<file path="src/include/act_pkg.sv">
`default_nettype none
// shared constants of the converter common control and trigger block
package act_pkg;
  // register byte offsets on the avalon slave
  localparam logic [5:0] OFS_COMMON      = 6'h00;
  localparam logic [5:0] OFS_TRIGGER     = 6'h04;
  localparam logic [5:0] OFS_IRQ_STATUS  = 6'h08;
  localparam logic [5:0] OFS_IRQ_MASK    = 6'h0C;
  localparam logic [5:0] OFS_BUSY        = 6'h10;
  localparam logic [5:0] OFS_RESULT_BASE = 6'h20;  // 8 bytes per converter, high then low

  // common control field positions
  localparam int unsigned JUSTIFY_POS = 7;
  localparam int unsigned CLKSEL_LSB  = 4;
  localparam int unsigned GO_POS      = 2;
  localparam int unsigned PREF_LSB    = 0;
  // trigger control field position
  localparam int unsigned TRIG_LSB    = 4;

  // writable bits and reset values
  localparam logic [7:0] COMMON_WMASK  = 8'hF3;
  localparam logic [7:0] TRIGGER_WMASK = 8'h70;
  localparam logic [7:0] COMMON_RESET  = 8'h00;
  localparam logic [7:0] TRIGGER_RESET = 8'h00;
  localparam logic [1:0] IRQ_RESET     = 2'h0;

  // conversion clock codes
  localparam logic [2:0] CLK_DIV2  = 3'h0;
  localparam logic [2:0] CLK_DIV8  = 3'h1;
  localparam logic [2:0] CLK_DIV32 = 3'h2;
  localparam logic [2:0] CLK_RC    = 3'h3;
  localparam logic [2:0] CLK_DIV4  = 3'h4;
  localparam logic [2:0] CLK_DIV16 = 3'h5;
  localparam logic [2:0] CLK_DIV64 = 3'h6;
  localparam logic [2:0] CLK_RC_B  = 3'h7;

  // divider terminal counts (ratio minus one)
  localparam logic [5:0] DIV2_LAST  = 6'h01;
  localparam logic [5:0] DIV4_LAST  = 6'h03;
  localparam logic [5:0] DIV8_LAST  = 6'h07;
  localparam logic [5:0] DIV16_LAST = 6'h0F;
  localparam logic [5:0] DIV32_LAST = 6'h1F;
  localparam logic [5:0] DIV64_LAST = 6'h3F;

  // positive reference codes
  localparam logic [1:0] PREF_SUPPLY = 2'h0;
  localparam logic [1:0] PREF_RSVD   = 2'h1;
  localparam logic [1:0] PREF_EXT    = 2'h2;

  // auto trigger codes
  localparam logic [2:0] TRIG_NONE  = 3'h0;
  localparam logic [2:0] TRIG_RSVD1 = 3'h1;
  localparam logic [2:0] TRIG_RSVD2 = 3'h2;
  localparam logic [2:0] TRIG_T0    = 3'h3;
  localparam logic [2:0] TRIG_T1    = 3'h4;
  localparam logic [2:0] TRIG_T2    = 3'h5;
  localparam logic [2:0] TRIG_EXT_A = 3'h6;
  localparam logic [2:0] TRIG_EXT_B = 3'h7;

  // interrupt status bits
  localparam int unsigned IRQ_DONE_POS = 0;
  localparam int unsigned IRQ_TRIG_POS = 1;

  localparam int unsigned RES_W = 10;

  // group conversion sequencer
  typedef enum logic [1:0] {
    ST_IDLE = 2'b01,
    ST_WAIT = 2'b10
  } act_grp_state_t;
endpackage : act_pkg
`default_nettype wire

</file>
<file path="src/rtl/act_common_ctrl.sv">
`timescale 1ns/100ps
`default_nettype none
// How it works
// - left justified puts bits 9..2 high, bits 1..0 atop the low byte.
// - clock field picks an oscillator division or the internal rc clock, codes 011 and 111.
// - writing go starts all enabled converters together; go reads one while busy.
// - reference code 00 selects supply, 10 external pin, 01 is reserved.
// - trigger 000 none, 001 and 010 reserved, 011 timer0, 100 timer1 overflow.
// - trigger code 101 starts conversions on each timer2 period match that arrives while idle.
// - trigger codes 110 and 111 start conversions on external pin rising edges.
// - timer events still set their own flags while also starting conversions.
module act_common_ctrl
  import act_pkg::*;
#(
  parameter int unsigned NUM_CONV = 2
) (
  input  wire logic                  clock,              // system clock, 10 MHz
  input  wire logic                  reset,              // synchronous, active high
  input  wire logic [5:0]            avs_address,        // byte address
  input  wire logic                  avs_read,           // read request
  input  wire logic                  avs_write,          // write request
  input  wire logic [31:0]           avs_writedata,      // write data
  input  wire logic [3:0]            avs_byteenable,     // lane 0 carries the registers
  output logic      [31:0]           avs_readdata,       // read data
  output logic                       avs_waitrequest,    // stall until answer
  input  wire logic [NUM_CONV-1:0]   converter_enable,   // per converter module enable
  input  wire logic [NUM_CONV-1:0]   conv_done,          // result valid pulses
  input  wire logic [RES_W*NUM_CONV-1:0] conv_result,    // packed raw results
  input  wire logic                  timer0_ovf,         // timer0 overflow pulse
  input  wire logic                  timer1_ovf,         // timer1 overflow pulse
  input  wire logic                  timer2_match,       // timer2 period match pulse
  input  wire logic                  ext_trigger_pin,    // asynchronous trigger pin
  input  wire logic                  internal_rc_clock,  // asynchronous rc clock
  output logic      [NUM_CONV-1:0]   conv_start,         // one-cycle start pulses
  output logic                       conv_clk_en,        // conversion clock enable pulse
  output logic      [2:0]            conv_clock_sel,     // selected clock code
  output logic      [1:0]            pos_ref_sel,        // positive reference code
  output logic                       vref_ext_sel,       // reference from external pin
  output logic                       irq                 // level interrupt
);
  // results are decoded from two address bits, so four converters at most
  if (NUM_CONV < 1 || NUM_CONV > 4) begin : g_bad_num
    $error("NUM_CONV must be 1 to 4");
  end

  // address match used across the decoder
  function automatic logic hit(input logic [5:0] addr, input logic [5:0] ofs);
    hit = (addr[5:2] == ofs[5:2]);
  endfunction

  // divider terminal count for a clock code
  function automatic logic [5:0] div_last(input logic [2:0] code);
    case (code)
      CLK_DIV2:  div_last = DIV2_LAST;
      CLK_DIV4:  div_last = DIV4_LAST;
      CLK_DIV8:  div_last = DIV8_LAST;
      CLK_DIV16: div_last = DIV16_LAST;
      CLK_DIV32: div_last = DIV32_LAST;
      CLK_DIV64: div_last = DIV64_LAST;
      default:   div_last = DIV2_LAST;
    endcase
  endfunction

  logic [7:0]          common_q;
  logic [7:0]          trigger_q;
  logic [1:0]          status_q;
  logic [1:0]          status_d;
  logic [1:0]          mask_q;
  logic                waitreq_q;
  logic [31:0]         rdata_q;
  logic                irq_q;
  act_grp_state_t      state_q;
  logic [NUM_CONV-1:0] pending_q;
  logic [NUM_CONV-1:0] start_q;
  logic [5:0]          div_cnt_q;
  logic                clk_en_q;
  logic [2:0]          sync_q [0:1];
  logic [1:0]          level_q;
  logic [1:0]          rise;
  logic [1:0]          pins;
  logic [7:0]          res_hi [0:3];
  logic [7:0]          res_lo [0:3];

  // bus handshake: requests are taken at the edge where waitrequest is low
  wire req      = avs_read | avs_write;
  wire accept   = req & ~waitreq_q;
  wire wr_acc   = accept & avs_write & avs_byteenable[0];
  wire [7:0] wb = avs_writedata[7:0];

  // field views
  wire       justify   = common_q[JUSTIFY_POS];
  wire [2:0] clk_code  = common_q[CLKSEL_LSB +: 3];
  wire [1:0] pref_code = common_q[PREF_LSB +: 2];
  wire [2:0] trig_code = trigger_q[TRIG_LSB +: 3];
  wire       busy      = (state_q == ST_WAIT);

  // register write strobes
  wire wr_common  = wr_acc & hit(avs_address, OFS_COMMON);
  wire wr_trigger = wr_acc & hit(avs_address, OFS_TRIGGER);
  wire wr_status  = wr_acc & hit(avs_address, OFS_IRQ_STATUS);
  wire wr_mask    = wr_acc & hit(avs_address, OFS_IRQ_MASK);
  wire go_write   = wr_common & wb[GO_POS];

  // pin synchronisers: three stages, a change counts once stages two and three agree
  assign pins = {internal_rc_clock, ext_trigger_pin};
  for (genvar p = 0; p < 2; p++) begin : g_sync
    always_ff @(posedge clock) begin
      if (reset) begin
        sync_q[p]  <= 3'h0;
        level_q[p] <= 1'b0;
      end else begin
        sync_q[p] <= {sync_q[p][1:0], pins[p]};
        if (sync_q[p][1] == sync_q[p][2]) begin
          level_q[p] <= sync_q[p][2];
        end
      end
    end
    assign rise[p] = (sync_q[p][1] == sync_q[p][2]) & sync_q[p][2] & ~level_q[p];
  end
  wire ext_rise = rise[0];
  wire rc_rise  = rise[1];

  // auto trigger selection; timer pulses are only observed, never consumed,
  // so the timers keep setting their own flags
  wire trig_ext  = (trig_code == TRIG_EXT_A) | (trig_code == TRIG_EXT_B);
  wire trig_fire = ((trig_code == TRIG_T0) & timer0_ovf)
                 | ((trig_code == TRIG_T1) & timer1_ovf)
                 | ((trig_code == TRIG_T2) & timer2_match)
                 | (trig_ext & ext_rise);
  // a new group starts only from idle; triggers while busy are dropped
  wire launch    = ~busy & (go_write | trig_fire);
  wire [NUM_CONV-1:0] still_pending = pending_q & ~conv_done;
  wire group_done = busy & ~(|still_pending);

  // group sequencer: go stays set until every launched converter has loaded
  always_ff @(posedge clock) begin
    if (reset) begin
      state_q   <= ST_IDLE;
      pending_q <= '0;
      start_q   <= '0;
    end else begin
      start_q <= '0;
      case (state_q)
        ST_IDLE: begin
          if (launch) begin
            start_q   <= converter_enable;
            pending_q <= converter_enable;
            state_q   <= ST_WAIT;
          end
        end
        ST_WAIT: begin
          pending_q <= still_pending;
          if (group_done) begin
            state_q <= ST_IDLE;
          end
        end
        default: begin
          state_q   <= ST_IDLE;
          pending_q <= '0;
        end
      endcase
    end
  end

  // control registers; go is not stored, it reads back the sequencer
  always_ff @(posedge clock) begin
    if (reset) begin
      common_q  <= COMMON_RESET;
      trigger_q <= TRIGGER_RESET;
      mask_q    <= IRQ_RESET;
    end else begin
      if (wr_common) begin
        common_q <= wb & COMMON_WMASK;
      end
      if (wr_trigger) begin
        trigger_q <= wb & TRIGGER_WMASK;
      end
      if (wr_mask) begin
        mask_q <= wb[1:0];
      end
    end
  end

  // conversion clock: divided enable or a tick per rc clock rising edge
  wire rc_sel   = (clk_code == CLK_RC) | (clk_code == CLK_RC_B);
  wire div_tick = (div_cnt_q >= div_last(clk_code));
  always_ff @(posedge clock) begin
    if (reset) begin
      div_cnt_q <= 6'h00;
      clk_en_q  <= 1'b0;
    end else begin
      div_cnt_q <= div_tick ? 6'h00 : div_cnt_q + 6'h01;
      clk_en_q  <= rc_sel ? rc_rise : div_tick;
    end
  end

  // sticky status; a new event in the cycle of its clear survives
  assign status_d = (status_q & ~(wr_status ? wb[1:0] : 2'h0))
                  | {trig_fire, group_done};
  always_ff @(posedge clock) begin
    if (reset) begin
      status_q <= IRQ_RESET;
      irq_q    <= 1'b0;
    end else begin
      status_q <= status_d;
      irq_q    <= |(status_q & mask_q);
    end
  end

  // result byte pairs, unused slots read zero
  for (genvar i = 0; i < 4; i++) begin : g_res
    if (i < NUM_CONV) begin : g_on
      act_result_fmt u_fmt (
        .clock      (clock),
        .reset      (reset),
        .load       (conv_done[i]),
        .right_just (justify),
        .result     (conv_result[i*RES_W +: RES_W]),
        .high_q     (res_hi[i]),
        .low_q      (res_lo[i])
      );
    end else begin : g_off
      assign res_hi[i] = 8'h00;
      assign res_lo[i] = 8'h00;
    end
  end

  // read decode; unimplemented bits and unmapped words read zero
  wire [7:0] common_rd = common_q | {5'h00, busy, 2'h0};
  wire       res_hit   = avs_address[5];
  wire [1:0] res_idx   = avs_address[4:3];
  wire [7:0] res_byte  = avs_address[2] ? res_lo[res_idx] : res_hi[res_idx];
  wire [NUM_CONV-1:0] busy_bits = pending_q;
  wire [7:0] rd_byte   =
      hit(avs_address, OFS_COMMON)     ? common_rd :
      hit(avs_address, OFS_TRIGGER)    ? trigger_q :
      hit(avs_address, OFS_IRQ_STATUS) ? {6'h00, status_q} :
      hit(avs_address, OFS_IRQ_MASK)   ? {6'h00, mask_q} :
      hit(avs_address, OFS_BUSY)       ? 8'(busy_bits) :
      res_hit                          ? res_byte : 8'h00;

  // one wait cycle per access gives a registered answer
  always_ff @(posedge clock) begin
    if (reset) begin
      waitreq_q <= 1'b1;
      rdata_q   <= 32'h0000_0000;
    end else if (accept) begin
      waitreq_q <= 1'b1;
    end else if (req) begin
      waitreq_q <= 1'b0;
      rdata_q   <= {24'h00_0000, rd_byte};
    end
  end

  // outputs straight from flops
  assign avs_readdata    = rdata_q;
  assign avs_waitrequest = waitreq_q;
  assign conv_start      = start_q;
  assign conv_clk_en     = clk_en_q;
  assign irq             = irq_q;
  // reference select registered so the analog side sees a clean level
  logic [1:0] pref_q;
  logic       ext_ref_q;
  logic [2:0] clk_sel_q;
  always_ff @(posedge clock) begin
    if (reset) begin
      pref_q    <= PREF_SUPPLY;
      ext_ref_q <= 1'b0;
      clk_sel_q <= CLK_DIV2;
    end else begin
      pref_q    <= pref_code;
      ext_ref_q <= (pref_code == PREF_EXT);  // 00, 01 and 11 keep the supply
      clk_sel_q <= clk_code;
    end
  end
  assign pos_ref_sel    = pref_q;
  assign vref_ext_sel   = ext_ref_q;
  assign conv_clock_sel = clk_sel_q;
endmodule : act_common_ctrl
`default_nettype wire

</file>
<file path="src/rtl/act_result_fmt.sv">
`timescale 1ns/100ps
`default_nettype none
// places one 10-bit result into its byte pair on load, unused bits zero
module act_result_fmt
  import act_pkg::*;
(
  input  wire logic             clock,       // system clock
  input  wire logic             reset,       // synchronous, active high
  input  wire logic             load,        // result valid pulse
  input  wire logic             right_just,  // 1 right, 0 left
  input  wire logic [RES_W-1:0] result,      // raw converter result
  output logic      [7:0]       high_q,      // high result byte
  output logic      [7:0]       low_q        // low result byte
);
  logic [7:0] high_d;
  logic [7:0] low_d;

  // both layouts pad with zeros so stale bits never leak out
  assign high_d = right_just ? {6'h00, result[9:8]} : result[9:2];
  assign low_d  = right_just ? result[7:0] : {result[1:0], 6'h00};

  // hold the pair until the next load
  always_ff @(posedge clock) begin
    if (reset) begin
      high_q <= 8'h00;
      low_q  <= 8'h00;
    end else if (load) begin
      high_q <= high_d;
      low_q  <= low_d;
    end
  end
endmodule : act_result_fmt
`default_nettype wire
</file>
<file path="config.mk">
export PLATFORM = sky130hd
export DESIGN_NAME = act_common_ctrl
export DESIGN_NICKNAME = d
export VERILOG_FILES = /design/src/include/act_pkg.sv /design/src/rtl/act_common_ctrl.sv /design/src/rtl/act_result_fmt.sv
export SDC_FILE = /design/constraint.sdc
export NUM_CORES = 1
export LEC_CHECK = 0
export BUFFER_PORTS_ARGS = -buffer_cell sky130_fd_sc_hd__buf_4
export CELL_PAD_IN_SITES_DETAIL_PLACEMENT = 2
export CELL_PAD_IN_SITES_GLOBAL_PLACEMENT = 2
export CORE_MARGIN = 2
export CORE_UTILIZATION = 32
export DETAILED_ROUTE_END_ITERATION = 7
export PLACE_DENSITY_LB_ADDON = 0.08
export SYNTH_ARGS = -nofsm -noshare
export SYNTH_HDL_FRONTEND = slang
export SYNTH_SLANG_ARGS = --single-unit
</file>
<file path="constraint.sdc">
create_clock -name clock -period 3.8 [get_ports clock]
set_input_delay 0.57 -clock clock [delete_from_list [all_inputs] [get_ports clock]]
set_output_delay 0.57 -clock clock [all_outputs]
set_load 0.005 [all_outputs]
</file>
==> run metrics <==
H-tree levels 3; chip height 114 um; ys flop type dfxtp_1; sequential area share after synthesis 0.424; CP Launch Type flip-flop; root buffer selected by CTS clkbuf_16; MaxCap Viol Count 0; Final Setup Violations 0; Non-Filler Instances around 620; measured slew at the worst slew-check pin roughly 0.9 ns; CTS tree yes; CP Class reg -> reg; Post-CTS Resized 0; crit end category flip-flop; Routed Wire Length between 10,000 and 15,000 um; number of DRC markers in iteration 0 113; first-pass GRT wire length roughly 18,000 um; worst flop-to-flop path startpoint common_q[5]; Tcrit/Tclk final 0.504; Sink Count 82; fillers 1,367; initial antenna violation count 0; DR vias around 3,100; top cell type's share of synthesized area 0.424; worst r2r path cells 7; status completed; Slew headroom 0.412; final-stage net count 557; DRC Markers 0; R2R Path End div_cnt_q[5]; Final Critical Period ~1.9 ns; Final Max Slew Viols 0; core area about 12,000 um^2; post-route cell area about 4700 um^2; Clk Latency, worst-skew pair 0.35 ns; dpl hpwl about 8000 um; count leader, synth dfxtp_1; Synth async-reset ratio 0; Avg Inst Size Synth between 9 and 10 um^2; min-delay src sync_q[1][0]; share of cells above drive strength 1 0.199; Max FO, Critical Path 7; Distinct cells, synth between 50 and 60; FMAX approximately 520 MHz; r2r setup slk roughly 1.9 ns; hold depth 1; DP Cell Count 608; Avg WL per Cell 17.5 um; endpoints failing hold 0; vias in the first global route ~3,300; FP Rows 40; number of hold buffers added after CTS 0; Antenna Cells 0; Clock Tree Buf Depth 2; Crit path arrival time approximately 2.2 ns; post-synth top area cell dfxtp_1; top-level port count roughly 120; register area about 1600 um^2; synth warn 0; Final TNS setup 0 ns; clock-pin slew on the worst setup and hold paths ~0.060 ns; drt pass-1 iters 4; Post-CTS Setup Bufs 0; Hold Path Sink sync_q[1][1]; Placer Congestion between 0.7 and 0.8; Hold/Removal Path Class reg -> reg; Initial Utilization 0.325; Layout area overhead 20.5%; synth cell count leaders dfxtp_1, nor2_1, nor2b_1, a21oi_1, buf_4; dpl cell area roughly 4300 um^2; largest net degree at the start of global routing 80; Die W 114 um; Critical Path RT around 4.0 ns; Post-DRT Antenna Nets 0; PnR Total Power between 2000 and 2500 uW; grt total ovfl 0; Post-synth EDFFs 0; Port Buffer Count 63; FF+latch count, synth just over 80; RSZ-0062 raised after global routing false; Power Density about 460 nW/um^2; total track usage 0.179; CTS Buf Count 9; mapped cell area approximately 3900 um^2; die area roughly 13,000 um^2; Peak VDD IR 0.000229 V; clk_skew between 0.006 and 0.007 ns; largest cells by area after synthesis dfxtp_1, nor2b_1, nor2_1, mux2i_1, buf_4; gate count after technology mapping ~420; Via density between 5 and 6; P_leak about 0.0019 uW; multi-input logic area 1990 um^2
-- placed cells by master, fill, tap and decap left out, drive strengths merged, types with 3 or more instances in the layout --
cell type / netlist / routed
o21ai: 7 / 7
nor4: 4 / 4
mux2: 4 / 4
nand2b: 3 / 3
mux4: 8 / 8
nor2: 58 / 58
nor2b: 45 / 45
conb: 1 / 24
buf: 32 / 64
clkbuf: 17 / 12
mux2i: 20 / 20
a211oi: 15 / 15
nor3: 12 / 12
inv: 9 / 9
ha: 10 / 10
a21oi: 37 / 37
nand3: 8 / 8
a22oi: 3 / 3
dfxtp: 82 / 82
nand2: 17 / 17
nand4b: 3 / 3
-- worst max-delay path, stage by stage, from the launching register on --
cell and delay, ns:
dfxtp_1 0.44, nor2b_1 0.30, nor2_1 0.09, ha_1 0.28, o21ai_0 0.08, o21ai_0 0.26, a21o_1 0.29, nor2_1 0.08
-- power breakdown --
group / internal [uW] / switching, uW / total [uW] / leakage [uW]
logic: 109 / 131 / 240 / 0.00105
registers: 899 / 26.4 / 926 / 0.000668
clock network: 612 / 361 / 972 / 0.000163
total: 1620 / 517 / 2140 / 0.00188
-- kinds of logic (layout without fill, tap and decap cells) --
family / after synthesis / count (layout) / synth area share
buffers and inverters: 58 / 89 / 0.0834
and+or+nand+nor: 161 / 161 / 0.212
muxes: 32 / 32 / 0.111
AOI/OAI and AO/OA: 75 / 75 / 0.127
DFF: 82 / 82 / 0.424
other: 1 / 24 / 0.000968
xor gates and xnor gates: 4 / 4 / 0.00905
adders and majority gates: 10 / 10 / 0.0323
-- area by class of cell --
cell class	count	share of cell area
Clock inverter	4	0.0158
Timing Repair Buffer	64	0.103
Tap cell	147	0.0394
Multi-Input combinational cell	306	0.428
Inverter	9	0.00724
Clock buffer	12	0.0550
Sequential cell	82	0.352
-- sequential cells by signal (all words and copies together) (netlist names) --
| signal | cells |
|---|---|
| sync_q | 6 |
| pos_ref_sel | 2 |
| state_q | 2 |
| irq | 1 |
| common_q | 6 |
| conv_start | 2 |
| mask_q | 2 |
| div_cnt_q | 6 |
| status_q | 2 |
| trigger_q | 3 |
| g_res.g_on.u_fmt.low_q | 16 |
| level_q | 2 |
| g_res.g_on.u_fmt.high_q | 16 |
| conv_clock_sel | 3 |
| conv_clk_en | 1 |
| busy_bits | 2 |
| avs_waitrequest | 1 |
| vref_ext_sel | 1 |
| avs_readdata | 8 |
-- metrics by stage --
step / hold slack, ns / setup slack (ns) / util
global route: 0.450 / 1.69 / 0.392
detailed placement: 0.445 / 1.65 / 0.364
global placement: 0.426 / 1.69 / 0.364
finish: 0.444 / 1.89 / 0.392
CTS: 0.431 / 1.86 / 0.392
floorplan: 0.414 / 1.85 / -
-- per-layer routing --
| metal | up-vias | wire length, um | GRT usage |
|---|---|---|---|
| met2 | 51 | 5450 | 0.305 |
| met1 | 1571 | 4920 | 0.222 |
| met4 | 0 | 151 | 0.0463 |
| met3 | 12 | 414 | 0.0521 |
| met5 | - | 0 | 0 |
| li1 | 1512 | - | - |
-- worst max-delay path by stage --
| stage | startpoint | endpoint | slack [ns] | cells past startpoint |
|---|---|---|---|---|
| finish | common_q[5] | div_cnt_q[5] | 1.89 | 7 |
| global route | common_q[5] | div_cnt_q[2] | 1.69 | 7 |
| CTS | common_q[5] | div_cnt_q[5] | 1.86 | 7 |
| detailed placement | avs_address[2] | state_q[0] | 1.65 | 5 |
| global placement | avs_address[2] | busy_bits[0] | 1.69 | 5 |
| floorplan | avs_address[3] | busy_bits[0] | 1.85 | 5 |
No activity file was read; power rests on OpenSTA's default activity.
